$ cat src/logic/lane_ctrl_map.vh
// Purpose: Register map, field positions and fixed codes of lane_ctrl.
// Assumes: Included by its bare name from the design file.
// Notes:   Definitions only.
`ifndef LANE_CTRL_MAP_VH
`define LANE_CTRL_MAP_VH

`define REG_CTRL       8'h00
`define REG_SWING      8'h04
`define REG_EMPH       8'h08
`define REG_EQ         8'h0c
`define REG_STAT       8'h10

`define CTRL_MODE      2:0
`define CTRL_TXPOL     3
`define CTRL_RXSWAP    4
`define CTRL_LOCKREF   5
`define CTRL_INT4      6
`define CTRL_FAB       8:7
`define CTRL_RST       9'h082

`define STAT_OVF       4
`define STAT_UNF       5

`define MODE_X10       3'h0
`define MODE_X16       3'h1
`define MODE_X20       3'h2
`define MODE_X32       3'h3
`define MODE_X40       3'h4
`define MULT_10        6'h0a
`define MULT_16        6'h10
`define MULT_20        6'h14
`define MULT_32        6'h20
`define MULT_40        6'h28

`define FAB_1B         2'h0
`define FAB_2B         2'h1
`define FAB_4B         2'h2
`define FAB_8B         2'h3
`define RATIO_1_2      2'h0
`define RATIO_1_1      2'h1
`define RATIO_2_1      2'h2
`define RATIO_NONE     2'h3

`define ST_REF         2'h0
`define ST_ACQ         2'h1
`define ST_DATA        2'h2

`define LOCK_EDGES_DEF 5000
`define MISS_LIMIT_DEF 75
`define EMPH_MAX       4'ha
`define FIFO_DEPTH_DEF 4

`define RESP_OK        2'h0
`define RESP_SLVERR    2'h2

`endif

$ cat src/logic/lane_ctrl.v
// Purpose: Control and clocking side of one serial transceiver lane.
// Assumes: One clock; bit_tick marks serial bit times from the lane PLL.
// Notes:   Registers over AXI4-Lite; all state frozen while ce is low.
//
// Overview of operation
// - Bit clock multiplier is 10, 16, 20, 32 or 40 by mode.
// - Transmit polarity input swaps the differential serial outputs.
// - Recovered clock is bit rate divided by 10, 16, 20, 32 or 40.
// - Data lock survives up to 75 missing transitions, then is lost.
// - Default: track data when present, else lock to reference.
// - Lock-source override forces reference lock and ignores data phase.
// - Configuration option exchanges the two receive inputs.
// - Internal coding width is two bytes or four bytes.
// - Two-byte internal width allows fabric ports of 1, 2 or 4 bytes.
// - Four-byte internal width allows fabric ports of 4 or 8 bytes.
// - Fabric side and internal side run on their own user clocks; here both sides run on mclk.
// - Transmit data enters a FIFO acting as phase-only pass-through.
// - Swing and emphasis load at reset, changeable at run time.
// - Emphasis steps span 0 to 500 percent pre-emphasis.
// - Receive equalization set by configuration or by bus writes.
//
// Local design decisions: the placing of the registers and the AXI4-Lite slave port.
`timescale 1ns/10ps
`include "lane_ctrl_map.vh"

module lane_ctrl #(
    parameter        [12:0] LOCK_EDGES = `LOCK_EDGES_DEF,
    parameter        [6:0]  MISS_LIMIT = `MISS_LIMIT_DEF,
    parameter               DATA_W     = 16,
    parameter               PTR_W      = 2,
    parameter               FIFO_DEPTH = `FIFO_DEPTH_DEF,
    parameter        [3:0]  SWING_INIT = 4'h8,
    parameter        [3:0]  EMPH_INIT  = 4'h2,
    parameter        [2:0]  EQ_INIT    = 3'h0
) (
    // Clock, reset, enable
    input  wire              mclk,
    input  wire              srst,
    input  wire              ce,
    // AXI4-Lite write
    input  wire [7:0]        awaddr,
    input  wire              awvalid,
    output reg               awready,
    input  wire [31:0]       wdata,
    input  wire [3:0]        wstrb,
    input  wire              wvalid,
    output reg               wready,
    output reg  [1:0]        bresp,
    output reg               bvalid,
    input  wire              bready,
    // AXI4-Lite read
    input  wire [7:0]        araddr,
    input  wire              arvalid,
    output reg               arready,
    output reg  [31:0]       rdata,
    output reg  [1:0]        rresp,
    output reg               rvalid,
    input  wire              rready,
    // Serial lane pins
    input  wire              serial_in_pos,
    input  wire              serial_in_neg,
    output reg               serial_out_pos,
    output reg               serial_out_neg,
    // Lane PLL and serializer side
    input  wire              bit_tick,
    input  wire              tx_serial_bit,
    output reg  [5:0]        pll_multiplier,
    output reg               rx_recovered_clock,
    output reg               rx_data_bit,
    // User logic controls
    input  wire              tx_polarity_invert,
    input  wire              rx_lock_source_select,
    // Transmit FIFO
    input  wire              tx_wr,
    input  wire [DATA_W-1:0] tx_din,
    input  wire              tx_rd,
    output reg  [DATA_W-1:0] tx_dout,
    output reg               tx_dout_valid,
    // Status and analog settings
    output reg               rx_locked,
    output reg               rx_on_reference,
    output reg  [1:0]        user_clock_ratio,
    output reg               width_error,
    output reg  [3:0]        swing_level,
    output reg  [3:0]        emphasis_level,
    output reg  [2:0]        rx_equalization_level
);

    localparam [PTR_W:0] DEPTH_C = FIFO_DEPTH;

    function [5:0] mult_of;
        input [2:0] mode;
        begin
            case (mode)
                `MODE_X10: mult_of = `MULT_10;
                `MODE_X16: mult_of = `MULT_16;
                `MODE_X20: mult_of = `MULT_20;
                `MODE_X32: mult_of = `MULT_32;
                default:   mult_of = `MULT_40;
            endcase
        end
    endfunction

    function [1:0] ratio_of;
        input       int4;
        input [1:0] fab;
        begin
            case ({int4, fab})
                {1'b0, `FAB_1B}: ratio_of = `RATIO_1_2;
                {1'b0, `FAB_2B}: ratio_of = `RATIO_1_1;
                {1'b0, `FAB_4B}: ratio_of = `RATIO_2_1;
                {1'b1, `FAB_4B}: ratio_of = `RATIO_1_1;
                {1'b1, `FAB_8B}: ratio_of = `RATIO_2_1;
                default:         ratio_of = `RATIO_NONE;
            endcase
        end
    endfunction

    function [7:0] merge8;
        input [7:0] old;
        input [7:0] upd;
        input       en;
        begin
            merge8 = en ? upd : old;
        end
    endfunction

    reg [8:0]        ctrl_ff;
    reg              aw_got_ff;
    reg              w_got_ff;
    reg [7:0]        waddr_ff;
    reg [31:0]       wdata_ff;
    reg [3:0]        wstrb_ff;
    reg              ovf_ff;
    reg              unf_ff;
    reg              pos_s1_ff, pos_s2_ff, pos_s3_ff, pos_f_ff;
    reg              neg_s1_ff, neg_s2_ff, neg_s3_ff, neg_f_ff;
    reg              prev_bit_ff;
    reg [1:0]        state_ff;
    reg [12:0]       edge_cnt_ff;
    reg [6:0]        miss_cnt_ff;
    reg [5:0]        div_cnt_ff;
    reg [DATA_W-1:0] fifo_mem [0:FIFO_DEPTH-1];
    reg [PTR_W-1:0]  wr_ptr_ff;
    reg [PTR_W-1:0]  rd_ptr_ff;
    reg [PTR_W:0]    count_ff;

    wire       force_ref = rx_lock_source_select | ctrl_ff[`CTRL_LOCKREF];
    // Swapped pins read the negative leg as the data sense.
    wire       rx_bit    = ctrl_ff[`CTRL_RXSWAP] ? neg_f_ff : pos_f_ff;
    wire       trans     = bit_tick & (rx_bit != prev_bit_ff);
    wire       miss_over = miss_cnt_ff > MISS_LIMIT;
    wire [5:0] mult      = mult_of(ctrl_ff[`CTRL_MODE]);
    wire [4:0] half      = mult[5:1];
    wire [1:0] ratio     = ratio_of(ctrl_ff[`CTRL_INT4], ctrl_ff[`CTRL_FAB]);
    wire       mode_bad  = ctrl_ff[`CTRL_MODE] > `MODE_X40;
    wire       full      = count_ff == DEPTH_C;
    wire       empty     = count_ff == {(PTR_W+1){1'b0}};
    wire       do_wr     = tx_wr & ~full;
    wire       do_rd     = tx_rd & ~empty;
    wire       wr_go     = aw_got_ff & w_got_ff & ~bvalid;
    wire       aw_take   = awvalid & awready;
    wire       w_take    = wvalid & wready;
    wire       ar_take   = arvalid & arready;
    wire       clr_ovf   = wr_go & (waddr_ff == `REG_STAT)
                           & wstrb_ff[0] & wdata_ff[`STAT_OVF];
    wire       clr_unf   = wr_go & (waddr_ff == `REG_STAT)
                           & wstrb_ff[0] & wdata_ff[`STAT_UNF];

    reg [31:0] rd_word;
    reg        rd_bad;

    always @*
    begin
        rd_word = 32'h0;
        rd_bad  = 1'b0;
        case (araddr)
            `REG_CTRL:  rd_word[8:0] = ctrl_ff;
            `REG_SWING: rd_word[3:0] = swing_level;
            `REG_EMPH:  rd_word[3:0] = emphasis_level;
            `REG_EQ:    rd_word[2:0] = rx_equalization_level;
            `REG_STAT:  rd_word[21:0] = {mult, ratio, unf_ff, ovf_ff,
                                         width_error, state_ff,
                                         rx_on_reference, rx_locked,
                                         7'h0};
            default:    rd_bad = 1'b1;
        endcase
    end

    // Bus handshakes: each ready is a one-cycle pulse offered to a
    // waiting valid, so a held valid is taken exactly once.
    always @(posedge mclk)
    begin
        if (srst)
        begin
            awready   <= 1'b0;
            wready    <= 1'b0;
            aw_got_ff <= 1'b0;
            w_got_ff  <= 1'b0;
            waddr_ff  <= 8'h0;
            wdata_ff  <= 32'h0;
            wstrb_ff  <= 4'h0;
            bvalid    <= 1'b0;
            bresp     <= `RESP_OK;
            arready   <= 1'b0;
            rvalid    <= 1'b0;
            rdata     <= 32'h0;
            rresp     <= `RESP_OK;
        end
        else if (ce)
        begin
            awready <= awvalid & ~awready & ~aw_got_ff & ~bvalid;
            wready  <= wvalid & ~wready & ~w_got_ff & ~bvalid;
            arready <= arvalid & ~arready & ~rvalid;
            if (aw_take)
            begin
                aw_got_ff <= 1'b1;
                waddr_ff  <= awaddr;
            end
            if (w_take)
            begin
                w_got_ff <= 1'b1;
                wdata_ff <= wdata;
                wstrb_ff <= wstrb;
            end
            if (wr_go)
            begin
                aw_got_ff <= 1'b0;
                w_got_ff  <= 1'b0;
                bvalid    <= 1'b1;
                bresp     <= (waddr_ff > `REG_STAT) ? `RESP_SLVERR
                                                    : `RESP_OK;
            end
            else if (bvalid & bready)
                bvalid <= 1'b0;
            if (ar_take)
            begin
                rvalid <= 1'b1;
                rdata  <= rd_word;
                rresp  <= rd_bad ? `RESP_SLVERR : `RESP_OK;
            end
            else if (rvalid & rready)
                rvalid <= 1'b0;
        end
    end

    // Settings start from the configured values and stay writable.
    always @(posedge mclk)
    begin
        if (srst)
        begin
            ctrl_ff               <= `CTRL_RST;
            swing_level           <= SWING_INIT;
            emphasis_level        <= EMPH_INIT;
            rx_equalization_level <= EQ_INIT;
        end
        else if (ce & wr_go)
        begin
            case (waddr_ff)
                `REG_CTRL:
                begin
                    ctrl_ff[7:0] <= merge8(ctrl_ff[7:0], wdata_ff[7:0],
                                           wstrb_ff[0]);
                    if (wstrb_ff[1])
                        ctrl_ff[8] <= wdata_ff[8];
                end
                `REG_SWING:
                    if (wstrb_ff[0])
                        swing_level <= wdata_ff[3:0];
                `REG_EMPH:
                    if (wstrb_ff[0])
                        emphasis_level <= (wdata_ff[3:0] > `EMPH_MAX)
                                          ? `EMPH_MAX
                                          : wdata_ff[3:0];
                `REG_EQ:
                    if (wstrb_ff[0])
                        rx_equalization_level <= wdata_ff[2:0];
                default:
                    ctrl_ff <= ctrl_ff;
            endcase
        end
    end

    // Pins cross in through three stages; a level is accepted only
    // when the second and third stages agree.
    always @(posedge mclk)
    begin
        if (srst)
        begin
            {pos_s1_ff, pos_s2_ff, pos_s3_ff, pos_f_ff} <= 4'h0;
            {neg_s1_ff, neg_s2_ff, neg_s3_ff, neg_f_ff} <= 4'hf;
        end
        else if (ce)
        begin
            pos_s1_ff <= serial_in_pos;
            pos_s2_ff <= pos_s1_ff;
            pos_s3_ff <= pos_s2_ff;
            neg_s1_ff <= serial_in_neg;
            neg_s2_ff <= neg_s1_ff;
            neg_s3_ff <= neg_s2_ff;
            if (pos_s2_ff == pos_s3_ff)
                pos_f_ff <= pos_s3_ff;
            if (neg_s2_ff == neg_s3_ff)
                neg_f_ff <= neg_s3_ff;
        end
    end

    // Lock tracking over serial bit times.
    always @(posedge mclk)
    begin
        if (srst)
        begin
            state_ff    <= `ST_REF;
            edge_cnt_ff <= 13'h0;
            miss_cnt_ff <= 7'h0;
            prev_bit_ff <= 1'b0;
            rx_data_bit <= 1'b0;
        end
        else if (ce)
        begin
            if (bit_tick)
            begin
                prev_bit_ff <= rx_bit;
                rx_data_bit <= rx_bit;
                if (trans)
                    miss_cnt_ff <= 7'h0;
                else if (~miss_over)
                    miss_cnt_ff <= miss_cnt_ff + 7'h1;
            end
            case (state_ff)
                `ST_REF:
                    if (~force_ref & trans)
                    begin
                        state_ff    <= `ST_ACQ;
                        edge_cnt_ff <= 13'h1;
                    end
                `ST_ACQ:
                    if (force_ref | miss_over)
                        state_ff <= `ST_REF;
                    else if (edge_cnt_ff >= LOCK_EDGES)
                        state_ff <= `ST_DATA;
                    else if (trans)
                        edge_cnt_ff <= edge_cnt_ff + 13'h1;
                `ST_DATA:
                    if (force_ref | miss_over)
                        state_ff <= `ST_REF;
                default:
                    state_ff <= `ST_REF;
            endcase
        end
    end

    // Recovered clock divider; it re-phases to data edges only while
    // locked to data, so reference lock ignores incoming phase.
    always @(posedge mclk)
    begin
        if (srst)
        begin
            div_cnt_ff         <= 6'h0;
            rx_recovered_clock <= 1'b0;
        end
        else if (ce & bit_tick)
        begin
            if (trans & (state_ff == `ST_DATA))
                div_cnt_ff <= 6'h0;
            else if (div_cnt_ff >= {1'b0, half - 5'h1})
            begin
                div_cnt_ff         <= 6'h0;
                rx_recovered_clock <= ~rx_recovered_clock;
            end
            else
                div_cnt_ff <= div_cnt_ff + 6'h1;
        end
    end

    // Transmit FIFO: fabric writes, coding side reads; a frequency
    // locked pair keeps it near empty so it only absorbs phase.
    always @(posedge mclk)
    begin
        if (srst)
        begin
            wr_ptr_ff     <= {PTR_W{1'b0}};
            rd_ptr_ff     <= {PTR_W{1'b0}};
            count_ff      <= {(PTR_W+1){1'b0}};
            tx_dout       <= {DATA_W{1'b0}};
            tx_dout_valid <= 1'b0;
            ovf_ff        <= 1'b0;
            unf_ff        <= 1'b0;
        end
        else if (ce)
        begin
            if (do_wr)
            begin
                fifo_mem[wr_ptr_ff] <= tx_din;
                wr_ptr_ff           <= wr_ptr_ff + 1'b1;
            end
            if (do_rd)
                rd_ptr_ff <= rd_ptr_ff + 1'b1;
            tx_dout_valid <= do_rd;
            if (do_rd)
                tx_dout <= fifo_mem[rd_ptr_ff];
            if (do_wr & ~do_rd)
                count_ff <= count_ff + 1'b1;
            else if (do_rd & ~do_wr)
                count_ff <= count_ff - 1'b1;
            // A new fault in the clearing cycle keeps the flag set.
            ovf_ff <= (tx_wr & full) | (ovf_ff & ~clr_ovf);
            unf_ff <= (tx_rd & empty) | (unf_ff & ~clr_unf);
        end
    end

    // Lane outputs and decoded configuration.
    always @(posedge mclk)
    begin
        if (srst)
        begin
            serial_out_pos   <= 1'b0;
            serial_out_neg   <= 1'b1;
            pll_multiplier   <= `MULT_20;
            rx_locked        <= 1'b0;
            rx_on_reference  <= 1'b1;
            user_clock_ratio <= `RATIO_1_1;
            width_error      <= 1'b0;
        end
        else if (ce)
        begin
            serial_out_pos   <= tx_serial_bit ^ tx_polarity_invert
                                ^ ctrl_ff[`CTRL_TXPOL];
            serial_out_neg   <= ~(tx_serial_bit ^ tx_polarity_invert
                                ^ ctrl_ff[`CTRL_TXPOL]);
            pll_multiplier   <= mult;
            rx_locked        <= state_ff == `ST_DATA;
            rx_on_reference  <= state_ff != `ST_DATA;
            user_clock_ratio <= ratio;
            width_error      <= mode_bad
                                | (ratio == `RATIO_NONE);
        end
    end

endmodule // lane_ctrl

$ cat config.mk
export PLATFORM = sky130hd
export DESIGN_NAME = lane_ctrl
export DESIGN_NICKNAME = d
export VERILOG_FILES = /design/src/logic/lane_ctrl.v
export VERILOG_INCLUDE_DIRS = /design/src /design/src/logic
export SDC_FILE = /design/constraint.sdc
export NUM_CORES = 1
export LEC_CHECK = 0
export BUFFER_PORTS_ARGS = -buffer_cell sky130_fd_sc_hd__buf_2
export CELL_PAD_IN_SITES_DETAIL_PLACEMENT = 0
export CELL_PAD_IN_SITES_GLOBAL_PLACEMENT = 1
export CORE_MARGIN = 2
export CORE_UTILIZATION = 43
export DETAILED_ROUTE_END_ITERATION = 12
export PLACE_DENSITY = 0.8
export SYNTH_ARGS = -nofsm -noshare
export SYNTH_HDL_FRONTEND = slang
export SYNTH_SLANG_ARGS = --single-unit
$ cat constraint.sdc
create_clock -name mclk -period 3.11 [get_ports mclk]
set_input_delay 0.4665 -clock mclk [delete_from_list [all_inputs] [get_ports mclk]]
set_output_delay 0.4665 -clock mclk [all_outputs]
set_load 0.03 [all_outputs]
# Word level (Yosys, flattened, before mapping)
# Memory sizes are Yosys's and may differ from the RTL's. A register that Yosys moved wholly into a read port is not among the register bits.
# Index checks and enable logic that the tools add are counted.
[totals] ff_bits=133 ramBits=64 input_bits=84 out_inout_bits=84 wordCells=222 n_memories=1
[op_classes] add_sub_neg=8 magnitude_cmp=6 n_eq_ne=30 n_mux=38 bitwise=56 reduce_logical=38
[mem_list] memory="fifo_mem" words=4 width=16 rd=1 rd_clocked_by_memory_dff=1 wr=1 line="lane_ctrl.v:143" text="reg [DATA_W-1:0] fifo_mem [0:FIFO_DEPTH-1];"
[op_table] op="$mux 13" count=5
[op_table] op="$and 1x1->1" count=32
[op_table] op="$eq 8x4->1 const B" count=4
[op_table] op="$reduce_and 2->1" count=14
[op_table] op="$pmux 13 s2" count=1
[op_table] op="$pmux 6 s4" count=1
[op_table] op="$reduce_and 3->1" count=7
[op_table] op="$not 1->1" count=17
[op_table] op="$eq 8x3->1 const B" count=2
[op_table] op="$eq 8x5->1 const B" count=2
[op_table] op="$logic_not 8->1" count=2
[op_table] op="$mux 7" count=2
[op_table] op="$ne 2x2->1 const B" count=7
[op_table] op="$add 13x1->13 const B" count=1
[op_table] op="$ge 13x13->1 const B" count=1
[op_table] op="$mux 1" count=13
[op_table] op="$mux 2" count=6
[op_table] op="$mux 6" count=2
[op_table] op="$pmux 2 s3" count=2
[op_table] op="$pmux 3 s4" count=1
[op_table] op="$reduce_bool 2->1" count=6
[op_table] op="$pmux 5 s2" count=1
[op_table] op="$eq 3x2->1 const B" count=3
[op_table] op="$eq 3x3->1 const B" count=3
[op_table] op="other kinds (28)" count=41

# Depth between registers and ports, before layout
# Gate-level depths: netlist (run 1).
[logic_depth] word_depth=8 depth_mapped=12 ltp_nobuf=12

# Least setup slack after synthesis (run 1)
# OpenSTA, ideal clock, no wires.
[synth_timing] kind="reg2reg" from="register ctrl_ff[0]" to="register rx_recovered_clock" setup_ps=121 t_arrival_ps=2235 required_ps=2989 setup_slack_ps=754 stages_incl_launch_ff=11 n_path_buf=0 period_less_slack_ps=2356 path_cell_list="dfxtp_1 nor3_1 inv_1 ha_1 xor2_1 ha_1 nand2_1 o21ai_0 a31oi_1 nor3b_1 mux2_2"
[synth_via] elab_chain_cells=5 elab_cells_between_ends=8 classes_between="1 x add/sub; 1 x order compare; 3 x eq/ne; 1 x mux; 2 x reduce/logical"
[synth_lines] item="start: declaration" line="lane_ctrl.v:128" text="reg [8:0] ctrl_ff;"
[synth_lines] item="start signal: assignment" line="lane_ctrl.v:252" text="ctrl_ff <= `CTRL_RST;"
[synth_lines] item="start signal: assignment" line="lane_ctrl.v:262" text="ctrl_ff[7:0] <= merge8(ctrl_ff[7:0], wdata_ff[7:0],"
[synth_lines] item="start signal: assignment" line="lane_ctrl.v:279" text="ctrl_ff <= ctrl_ff;"
[synth_lines] item="$eq 3x2->1 (tied with other cells)" line="lane_ctrl.v:94" text="case (mode)"
[synth_lines] item="$pmux 6 s4 *" line="lane_ctrl.v:94"
[synth_lines] item="$sub 5x1->5 *" line="lane_ctrl.v:366" text="else if (div_cnt_ff >= {1'b0, half - 5'h1})"
[synth_lines] item="$ge 6x5->1 *" line="lane_ctrl.v:366"
[synth_lines] item="$reduce_and 3->1 (no source line) *"
[synth_lines] item="end signal: assignment" line="lane_ctrl.v:369" text="rx_recovered_clock <= ~rx_recovered_clock;"
[synth_lines] item="end: declaration" line="lane_ctrl.v:68" text="output reg rx_recovered_clock,"
# Every way passes the cells marked *; elsewhere a longest branch is shown, timed or not.
# A chain may end at the register's enable or synchronous reset.

# Final worst setup path (run 1)
[layout_timing] from="register ctrl_ff[1]" to="register rx_recovered_clock"
# Same word-level chain as after synthesis.

==> metrics.cfg, run 1 <==
[place]
dp_hpwl_mm = 13.4
gp_congestion = 0.787
place_ws_ps = 392
numPortBuffers = 128

[worst_hold_path]
worstHoldPathCells = 1
hold_path_class = in2reg

[grt]
grt_overflow_total = 0
grt_pass1_vias = 6122
grtUsageTotal_pct = 18.3
grt_max_degree = 63
antenna_found_initial = 2
grt_first_pass_wirelength_mm = 32.1

[drt]
first_pass_iters = 4
wirelength_mm = 19.7
drc = 0
drtIter0Drc = 307
routed-via-count = 6506
drtAntennaViolNets = 0
viasPerCell = 5.22
wire_per_inst_um = 15.8

[sta]
timing.final.ws_setup_ps = 399
period_share_pct = 87.2
fin_crit_ps = 2710
fmax_mhz = 369
hold_viol_final = 0
timing.setup.tns_ps = 0
rsz0062_at_grt = false
timing.final.max_slew_violations = 0
relSlewSlack_pct = 42.4
finClkSkew_ps = 14.7
finalSetupViolCount = 0
tightest_slew_ps = 862

[cts]
cts-buffers-inserted = 23
cts_max_level = 1
cts.sinks = 209
insertion_delay_ps = 510
cts_resized = 0
cts_setup_buffers = 0
cts_root_buf = clkbuf_16
clk_pin_slew_worst_paths_ps = 60
clock_path_buffers = 3
hold_buffers = 0
cts_tree = done

[worst_setup_path]
ff2ff_path_depth = 10
worst-path-buf-inv = 1
critPathRequiredTime_ps = 3500
cpPeakStageDelay_ps = 410
cpMaxStageDelayCell = a31oi_1
end_kind = register
cp-start-kind = register
path_common_cell = ha_1
cp_top_family = compound AO/OA/AOI/OAI gates
cp_max_fo = 6
crit_type = reg2reg
crit_cells = 10
cp_cell_sequence = nor3_1 -> inv_1 -> ha_1 -> xor2_1 -> ha_1 -> a21oi_1 -> o21ai_0 -> a31oi_1 -> nor3b_1 -> mux2_2
crit_arrival_ps = 3110

[floorplanning]
io_pins = 168
dieWidth_um = 146
die_y_um = 146
core-area_sq_mm = 0.0196
start_util_pct = 44.2
dieArea_sq_mm = 0.0213
fp-row-count = 51

[pwr]
max-vdd-ir-drop_v = 0.000527
p_per_area_mw_per_mm2 = 610
p_leak_uw = 0.00395

[synthesis]
yosysWarnings = 0
ys_top_cells_by_area = dfxtp_1, edfxtp_1, nand2_1, mux4_2, a21oi_1
yosys.area.top_type = dfxtp_1
async_flop_share_pct = 0
yosysUniqueCellTypes = 60
netlist.area_leader.share_pct = 33.5
synth.avg_cell_area_sq_um = 10.3
ys_ff_latch = 209
synth_edf_count = 64
syn_inst = 839
yosysSeqAreaShare_pct = 55.7
synthFlopType = dfxtp_1
syn-cell-area_sq_mm = 0.00866

[finish]
drive_gt1_share_pct = 20.9
fin_nets = 1064
areaGrowthSynthToFinish_pct = 18.3
fillers = 1846

[job]
drv_cap = 0

[run_status]
status = complete, no violations

[per-stage QoR]
| stage | util (%) | cells | hold WS (ps) | instance area, sq um | total power (uW) |
|---|---|---|---|---|---|
| floorplan | - | 852 | 430 | 8710 | 3550 |
| global placement | 48.6 | 1204 | 441 | 9530 | 3740 |
| detailed placement | 48.6 | 1204 | 446 | 9530 | 3750 |
| CTS | 52.3 | 1245 | 161 | 10200 | 6320 |
| global route | 52.3 | 1245 | 172 | 10200 | 6520 |
| finish | 52.3 | 1247 | 177 | 10200 | 6250 |
[cell usage in the layout (no fill, tap or decap), types with 17 or more instances in the layout]
| cell type | n |
|---|---|
| dfxtp_1 | 145 |
| nand2_1 | 134 |
| buf_2 | 127 |
| a21oi_1 | 76 |
| nor2_1 | 75 |
| edfxtp_1 | 64 |
| nand3_1 | 30 |
| mux2i_1 | 25 |
| o21ai_0 | 24 |
| clkbuf_16 | 23 |
| mux4_2 | 19 |
| a22oi_1 | 17 |
[Yosys cell counts (6+ instances only)]
library cell,number
buf_4,14
o21ai_0,24
mux2i_1,25
nand4_1,10
nor2b_1,10
nand2_1,134
buf_1,8
a22oi_1,17
a21oi_1,76
or4_1,8
nor2_1,75
dfxtp_1,145
nor3_1,15
ha_1,15
xnor2_1,9
inv_1,13
mux4_2,19
clkbuf_1,28
nand3_1,30
edfxtp_1,64
nand2b_1,6
and3_1,13
[metal layers]
metal | share of wire [%] | wire length (um) | global-route usage [%]
met2 | 46 | 9080 | 29.6
met1 | 46 | 9030 | 25.0
met5 | 0.066 | 13 | 0
met4 | 1.9 | 381 | 4.36
met3 | 6.1 | 1200 | 4.08
[area by class of cell]
| cell class | instances | area (sq um) | area share (%) |
|---|---|---|---|
| flip-flops and latches | 209 | 4820 | 47.1 |
| multi-input cells | 572 | 3550 | 34.6 |
| well taps | 265 | 332 | 3.24 |
| inverters | 15 | 56.3 | 0.550 |
| diodes | 2 | 5.00 | 0.0489 |
| clock buffers | 31 | 636 | 6.20 |
| repair buffers | 143 | 768 | 7.50 |
| clock inverters | 10 | 75.1 | 0.733 |
[cell families after synthesis]
family	synth area share, %
XOR/XNOR	1.42
buffers and inverters	3.84
other	0.0433
adder cells (fa/ha/maj)	2.40
flip-flops	55.7
AO/OA/AOI/OAI	10.5
multiplexers	8.27
AND/OR/NAND/NOR	17.8
[path summary, 6_finish.rpt]
path,slack (ps),to,from
worst max-delay path,400,rx_recovered_clock,ctrl_ff[1]
worst min-delay path,180,fifo_mem[0][11],tx_din[11]
worst max register to register,400,rx_recovered_clock,ctrl_ff[1]
worst min register to register,450,tx_dout[12],tx_dout[12]
[state kept, by name, summed over array words and instances, names as in the netlist, 2 cells and up]
signal / flops
wstrb_ff: 2
emphasis_level: 4
state_ff: 2
edge_cnt_ff: 13
fifo_mem: 64
user_clock_ratio: 2
rd_ptr_ff: 2
rx_equalization_level: 3
rdata: 21
pll_multiplier: 5
count_ff: 3
wdata_ff: 9
swing_level: 4
tx_dout: 16
ctrl_ff: 9
wr_ptr_ff: 2
div_cnt_ff: 6
miss_cnt_ff: 7
waddr_ff: 8
[report_power, final]
group | switching [uW] | total, uW | internal [uW]
Combinational | 424 | 698 | 275
Sequential | 71.4 | 2980 | 2910
Clock | 1060 | 2570 | 1510
[worst register-to-register path, delay by kind of cell (launching register included)]
| kind | cells | cell delay [ps] |
|---|---|---|
| xor gates and xnor gates | 1 | 160 |
| adders and majority gates | 2 | 520 |
| muxes | 1 | 280 |
| AOI/OAI and AO/OA | 3 | 640 |
| DFF | 1 | 380 |
| buffers and inverters | 1 | 120 |
| and+or+nand+nor | 2 | 480 |
Note: power is estimated with default switching activity, not from simulation.
==> run 2, diff against run 1 <==
- BUFFER_PORTS_ARGS: -buffer_cell sky130_fd_sc_hd__buf_2 -> -buffer_cell sky130_fd_sc_hd__buf_4
- CORE_ASPECT_RATIO: default -> 1.4
- CTS_CLUSTER_SIZE: default -> 12
==> metrics.cfg, run 2 (same netlist as run 1, synthesis figures left out) <==
[drt]
wirelength_mm = 20.1
drtIter0Drc = 307
routed-via-count = 6466
first_pass_iters = 5
drc = 0
drtAntennaViolNets = 0
wire_per_inst_um = 16.3
viasPerCell = 5.26

[finish]
fin_nets = 1063
regMostFlops = fifo_mem
fin_util_pct = 52.9
areaGrowthSynthToFinish_pct = 21.3
layout_common_cells = dfxtp_1, buf_4, nand2_1
largest_reg_flops = 64
largestRegisters = fifo_mem: 64 flops, rdata: 21 flops, tx_dout: 16 flops
drive_gt1_share_pct = 20.5
layout_commonest_cell = dfxtp_1
regArea_sq_mm = 0.00482
fillers = 1824
antennaDiodeCount = 0
multiInputGateArea_sq_mm = 0.00355

[grt]
antenna_found_initial = 0
grt_overflow_total = 0
grtUsageTotal_pct = 18.8
grt_pass1_vias = 6132
grt_max_degree = 59
grt_first_pass_wirelength_mm = 31.6

[worst_setup_path]
worst-path-buf-inv = 2
path_common_cell = ha_1
cp_top_family = simple AND/OR/NAND/NOR gates
crit_end = rx_recovered_clock
r2r_start = ctrl_ff[1]
crit_arrival_ps = 3010
cp_max_fo = 6
timing.rr.end = rx_recovered_clock
critPathRequiredTime_ps = 3500
crit_cells = 11
cp-start-kind = register
crit_type = reg2reg
end_kind = register
ff2ff_path_depth = 11
cpMaxStageDelayCell = nor3_1
cp_cell_sequence = nor3_1 -> inv_1 -> ha_1 -> xor2_1 -> ha_1 -> nand2_1 -> o21ai_0 -> a31oi_1 -> buf_4 -> nor3b_1 -> mux2_2
startpoint = ctrl_ff[1]
reg2reg_slack_ps = 490
cpPeakStageDelay_ps = 370

[sta]
finClkSkew_ps = 10.5
tightest_slew_ps = 897
hold_viol_final = 0
timing.setup.tns_ps = 0
period_share_pct = 84.2
fin_crit_ps = 2620
fmax_mhz = 382
finalSetupViolCount = 0
timing.final.max_slew_violations = 0
rsz0062_at_grt = false
relSlewSlack_pct = 40.2

[floorplanning]
fp-row-count = 61
die_y_um = 172
dieArea_sq_mm = 0.0213
io_pins = 168
dieWidth_um = 124
start_util_pct = 43.6
core-area_sq_mm = 0.0198

[cts]
hold_buffers = 0
insertion_delay_ps = 500
cts_setup_buffers = 0
clock_path_buffers = 3
cts.sinks = 209
cts_resized = 0
cts_tree = done
cts-buffers-inserted = 22
clk_pin_slew_worst_paths_ps = 60
cts_root_buf = clkbuf_16
cts_max_level = 1

[place]
dp_hpwl_mm = 13.9
gp_congestion = 0.779
numPortBuffers = 128

[job]
drv_cap = 0

[pwr]
max-vdd-ir-drop_v = 0.000517
p_per_area_mw_per_mm2 = 595
p_leak_uw = 0.00398

[run_status]
status = complete, no violations

[worst_hold_path]
hold_path_class = in2reg

## run 2: changes by cell type in the layout (fill, tap and decap cells not counted), moves of 2 or more
| cell | before | now |
|---|---|---|
| clkinv_1 | 4 | 2 |
| clkinv_2 | 6 | 2 |
| buf_2 | 127 | 0 |
| clkbuf_1 | 5 | 9 |
| buf_4 | 15 | 143 |
| diode_2 | 2 | 0 |
## run 2: how the worst min path moves through the flow
stage | slack, ps | to | depth (start not counted) | from
after floorplan | 430 | neg_s3_ff | 2 | neg_s3_ff
after global placement | 440 | neg_s3_ff | 2 | neg_s3_ff
after detailed placement | 450 | wdata_ff[7] | 2 | wdata_ff[7]
final | 170 | fifo_mem[2][13] | 1 | tx_din[13]
after global routing | 150 | fifo_mem[1][5] | 1 | tx_din[5]
after CTS | 150 | fifo_mem[1][5] | 1 | tx_din[5]
## run 2: metrics by stage
step	instance area (sq um)	cells	hold WS, ps	power, uW	setup slack [ps]
final	10500	1229	166	6250	493
after CTS	10500	1229	150	6330	468
after global placement	9820	1191	442	3780	507
after floorplan	8710	852	430	3550	754
after global routing	10500	1229	155	6510	304
after detailed placement	9820	1191	447	3800	482
## run 2: area by class of cell
cell class                 count  share of cell area (%)
timing repair buffer         143                    10.2
tap                          252                    3.00
clock buffer                  35                    6.14
inverter                      15                   0.536
sequential                   209                    45.9
clock inverter                 3                   0.381
multi-input combinational    572                    33.8
## run 2: power breakdown
group	total, uW	switching, uW	internal (uW)
registers	2980	69.9	2910
clock network	2520	1030	1500
logic	746	433	313
## run 2: per-layer routing
metal  track usage [%]  wire [um]
met3              4.19       1300
met5                 0          0
met1              22.7       8240
met2              33.7      10200
met4              4.84        312
==> run 3, diff against run 2 <==
- ABC_AREA: default -> 1
- CORE_UTILIZATION: 43 -> 37
- PLACE_DENSITY: 0.8 -> 0.76
- clock period: 3.11 -> 2.2 ns (I/O delays scaled with it)
==> metrics.cfg, run 3 <==
[floorplanning]
dieWidth_um = 136
core-area_sq_mm = 0.0239
io_pins = 168
dieArea_sq_mm = 0.0255
start_util_pct = 37.5
fp-row-count = 67
die_y_um = 188

[synthesis]
yosysSeqAreaShare_pct = 53.8
yosysWarnings = 0
ys_top_cells_by_area = dfxtp_1, edfxtp_1, nand2_1, nor2_1, o21ai_0
synthTopCellsByCount = nand2_1, nor2_1, dfxtp_1
synth.avg_cell_area_sq_um = 8.43
async_flop_share_pct = 0
synth_edf_count = 64
ys_ff_latch = 209
synthFlopType = dfxtp_1
synth.most_common_cell = nand2_1
syn_inst = 1064
netlist.area_leader.share_pct = 32.4
yosys.area.top_type = dfxtp_1
yosysUniqueCellTypes = 41
syn-cell-area_sq_mm = 0.00897

[finish]
fin_util_pct = 46.4
largest_reg_flops = 64
fin_cells = 1526
areaGrowthSynthToFinish_pct = 23.5
antennaDiodeCount = 0
layout_common_cells = nand2_1, buf_4, nor2_1
regMostFlops = fifo_mem
fin_nets = 1302
drive_gt1_share_pct = 18.4
largestRegisters = fifo_mem: 64 flops, rdata: 21 flops, tx_dout: 16 flops

[drt]
first_pass_iters = 4
wirelength_mm = 22.4
drtAntennaViolNets = 0
routed-via-count = 7465
viasPerCell = 4.89
drtIter0Drc = 271
wire_per_inst_um = 14.7
drc = 0

[cts]
cts-buffers-inserted = 22
cts_max_level = 1
cts_root_buf = clkbuf_16
clk_pin_slew_worst_paths_ps = 60
cts.sinks = 209
cts_tree = done
insertion_delay_ps = 510
clock_path_buffers = 3

[sta]
finClkSkew_ps = 11.6
whs_ps = 20.9
finalSetupViolCount = 0
tightest_slew_ps = 890
hold_viol_final = 0
relSlewSlack_pct = 40.6
timing.final.ws_setup_ps = 107
fmax_mhz = 478
timing.setup.tns_ps = 0
period_share_pct = 95.1
fin_crit_ps = 2090
timing.final.max_slew_violations = 0

[worst_setup_path]
cp_top_family = simple AND/OR/NAND/NOR gates
cp_max_fo = 8
cp_cell_sequence = nor2_2 -> inv_2 -> nor2_4 -> inv_2 -> ha_1 -> ha_1 -> inv_1 -> o21bai_1 -> nand3_2 -> nand3_4 -> nand3_1 -> nand2_1 -> a21oi_1
cp-start-kind = register
critPathRequiredTime_ps = 2570
worst-path-buf-inv = 3
r2r_start = ctrl_ff[1]
cpPeakStageDelay_ps = 330
cpMaxStageDelayCell = dfxtp_2
crit_type = reg2reg
ff2ff_path_depth = 13
crit_arrival_ps = 2460
end_kind = register
reg2reg_slack_ps = 110
timing.rr.end = rx_recovered_clock

[job]
drv_cap = 0

[worst_hold_path]
worstHoldStart = tx_din[1]
worstHoldPathCells = 1
hold_path_class = in2reg
hold_end = fifo_mem[1][1]

[pwr]
p_comb_share_pct = 10.3
sequentialPowerShare_pct = 48.7
p_per_area_mw_per_mm2 = 775
power.share.clock_pct = 41.0
p_leak_uw = 0.00440
switchingPower_uw = 2130
max-vdd-ir-drop_v = 0.000624
p_int_uw = 6460
swShare_pct = 24.8

[grt]
grt_max_degree = 66
met1_usage_pct = 20.0
grt_first_pass_wirelength_mm = 35.5
grt_overflow_total = 0
grt_pass1_vias = 7048
grt_use_met2_pct = 31.5
busiest_layer = met2
grtUsageTotal_pct = 17.3
antenna_found_initial = 0
grt_use_met3_pct = 4.12

[place]
dp_cells = 1485
place_ws_ps = -47.7
numPortBuffers = 128
gp_congestion = 0.814
dp_hpwl_mm = 15.6

[run_status]
status = complete, no violations

run 3: cell count changes after synthesis, moves of 8 or more:
| cell | previous run | this run |
|---|---|---|
| a31oi_1 | 3 | 21 |
| nand2_1 | 134 | 161 |
| nand3_1 | 30 | 48 |
| or4_1 | 8 | 0 |
| a21oi_1 | 76 | 105 |
| mux2i_1 | 25 | 0 |
| nor2b_1 | 10 | 0 |
| mux4_2 | 19 | 0 |
| nor2_1 | 75 | 151 |
| xor2_1 | 5 | 14 |
| a22oi_1 | 17 | 0 |
| o21ai_0 | 24 | 112 |
| and3_1 | 13 | 0 |
| inv_1 | 13 | 90 |
run 3: worst max path at each step:
stage | end | depth (start not counted) | slack [ps] | start
after floorplan | div_cnt_ff[0] | 13 | 190 | ctrl_ff[0]
after global placement | div_cnt_ff[4] | 13 | 20 | ctrl_ff[0]
after detailed placement | rx_recovered_clock | 13 | -50 | ctrl_ff[0]
after CTS | rx_recovered_clock | 13 | 30 | ctrl_ff[0]
after global routing | div_cnt_ff[4] | 13 | -8 | ctrl_ff[1]
final | rx_recovered_clock | 13 | 110 | ctrl_ff[1]
run 3: cells by family after synthesis:
kind of cell	share of synthesized area [%]
buffers and inverters	7.19
AO/OA/AOI/OAI	15.3
AND/OR/NAND/NOR	19.5
adder cells (fa/ha/maj)	2.32
other	0.0418
XOR/XNOR	1.86
flip-flops	53.8
run 3: metal layers:
layer,up-vias,share of wire [%],routed length [um]
li1,3812,-,-
met1,3481,42,9340
met2,142,51,11400
met3,30,5.6,1250
met4,0,1.9,434
met5,-,0,0
run 3: layout make-up:
| type | count | area, sq um |
|---|---|---|
| clock buffers | 36 | 664 |
| inverters | 92 | 345 |
| multi-input cells | 715 | 3600 |
| repair buffers | 162 | 1240 |
| flip-flops and latches | 209 | 4830 |
| well taps | 310 | 388 |
| clock inverters | 2 | 8.76 |
| fillers | 2402 | 12800 |
run 3: power groups by stage:
stage | Combinational (uW) | Sequential, uW | Clock, uW
after floorplan | 462 | 4350 | 0
after CTS | 898 | 4180 | 3600
after detailed placement | 896 | 4260 | 0
after global routing | 991 | 4200 | 3770
final | 888 | 4180 | 3520
after global placement | 886 | 4260 | 0
run 3: repair_timing:
item | 4_1_cts | 5_1_grt
setup buffers | 0 | 3
hold buffers | 0 | 0
endpoints found under the setup margin | 7 | 8
gates resized for setup | 1 | 17
pin swaps | 0 | 10
run 3: per-stage QoR:
step                instance area, sq um  total power [uW]
finish                             11100              8590
floorplan                           9020              4810
global route                       11100              8950
global placement                   10300              5150
CTS                                11000              8680
detailed placement                 10300              5160
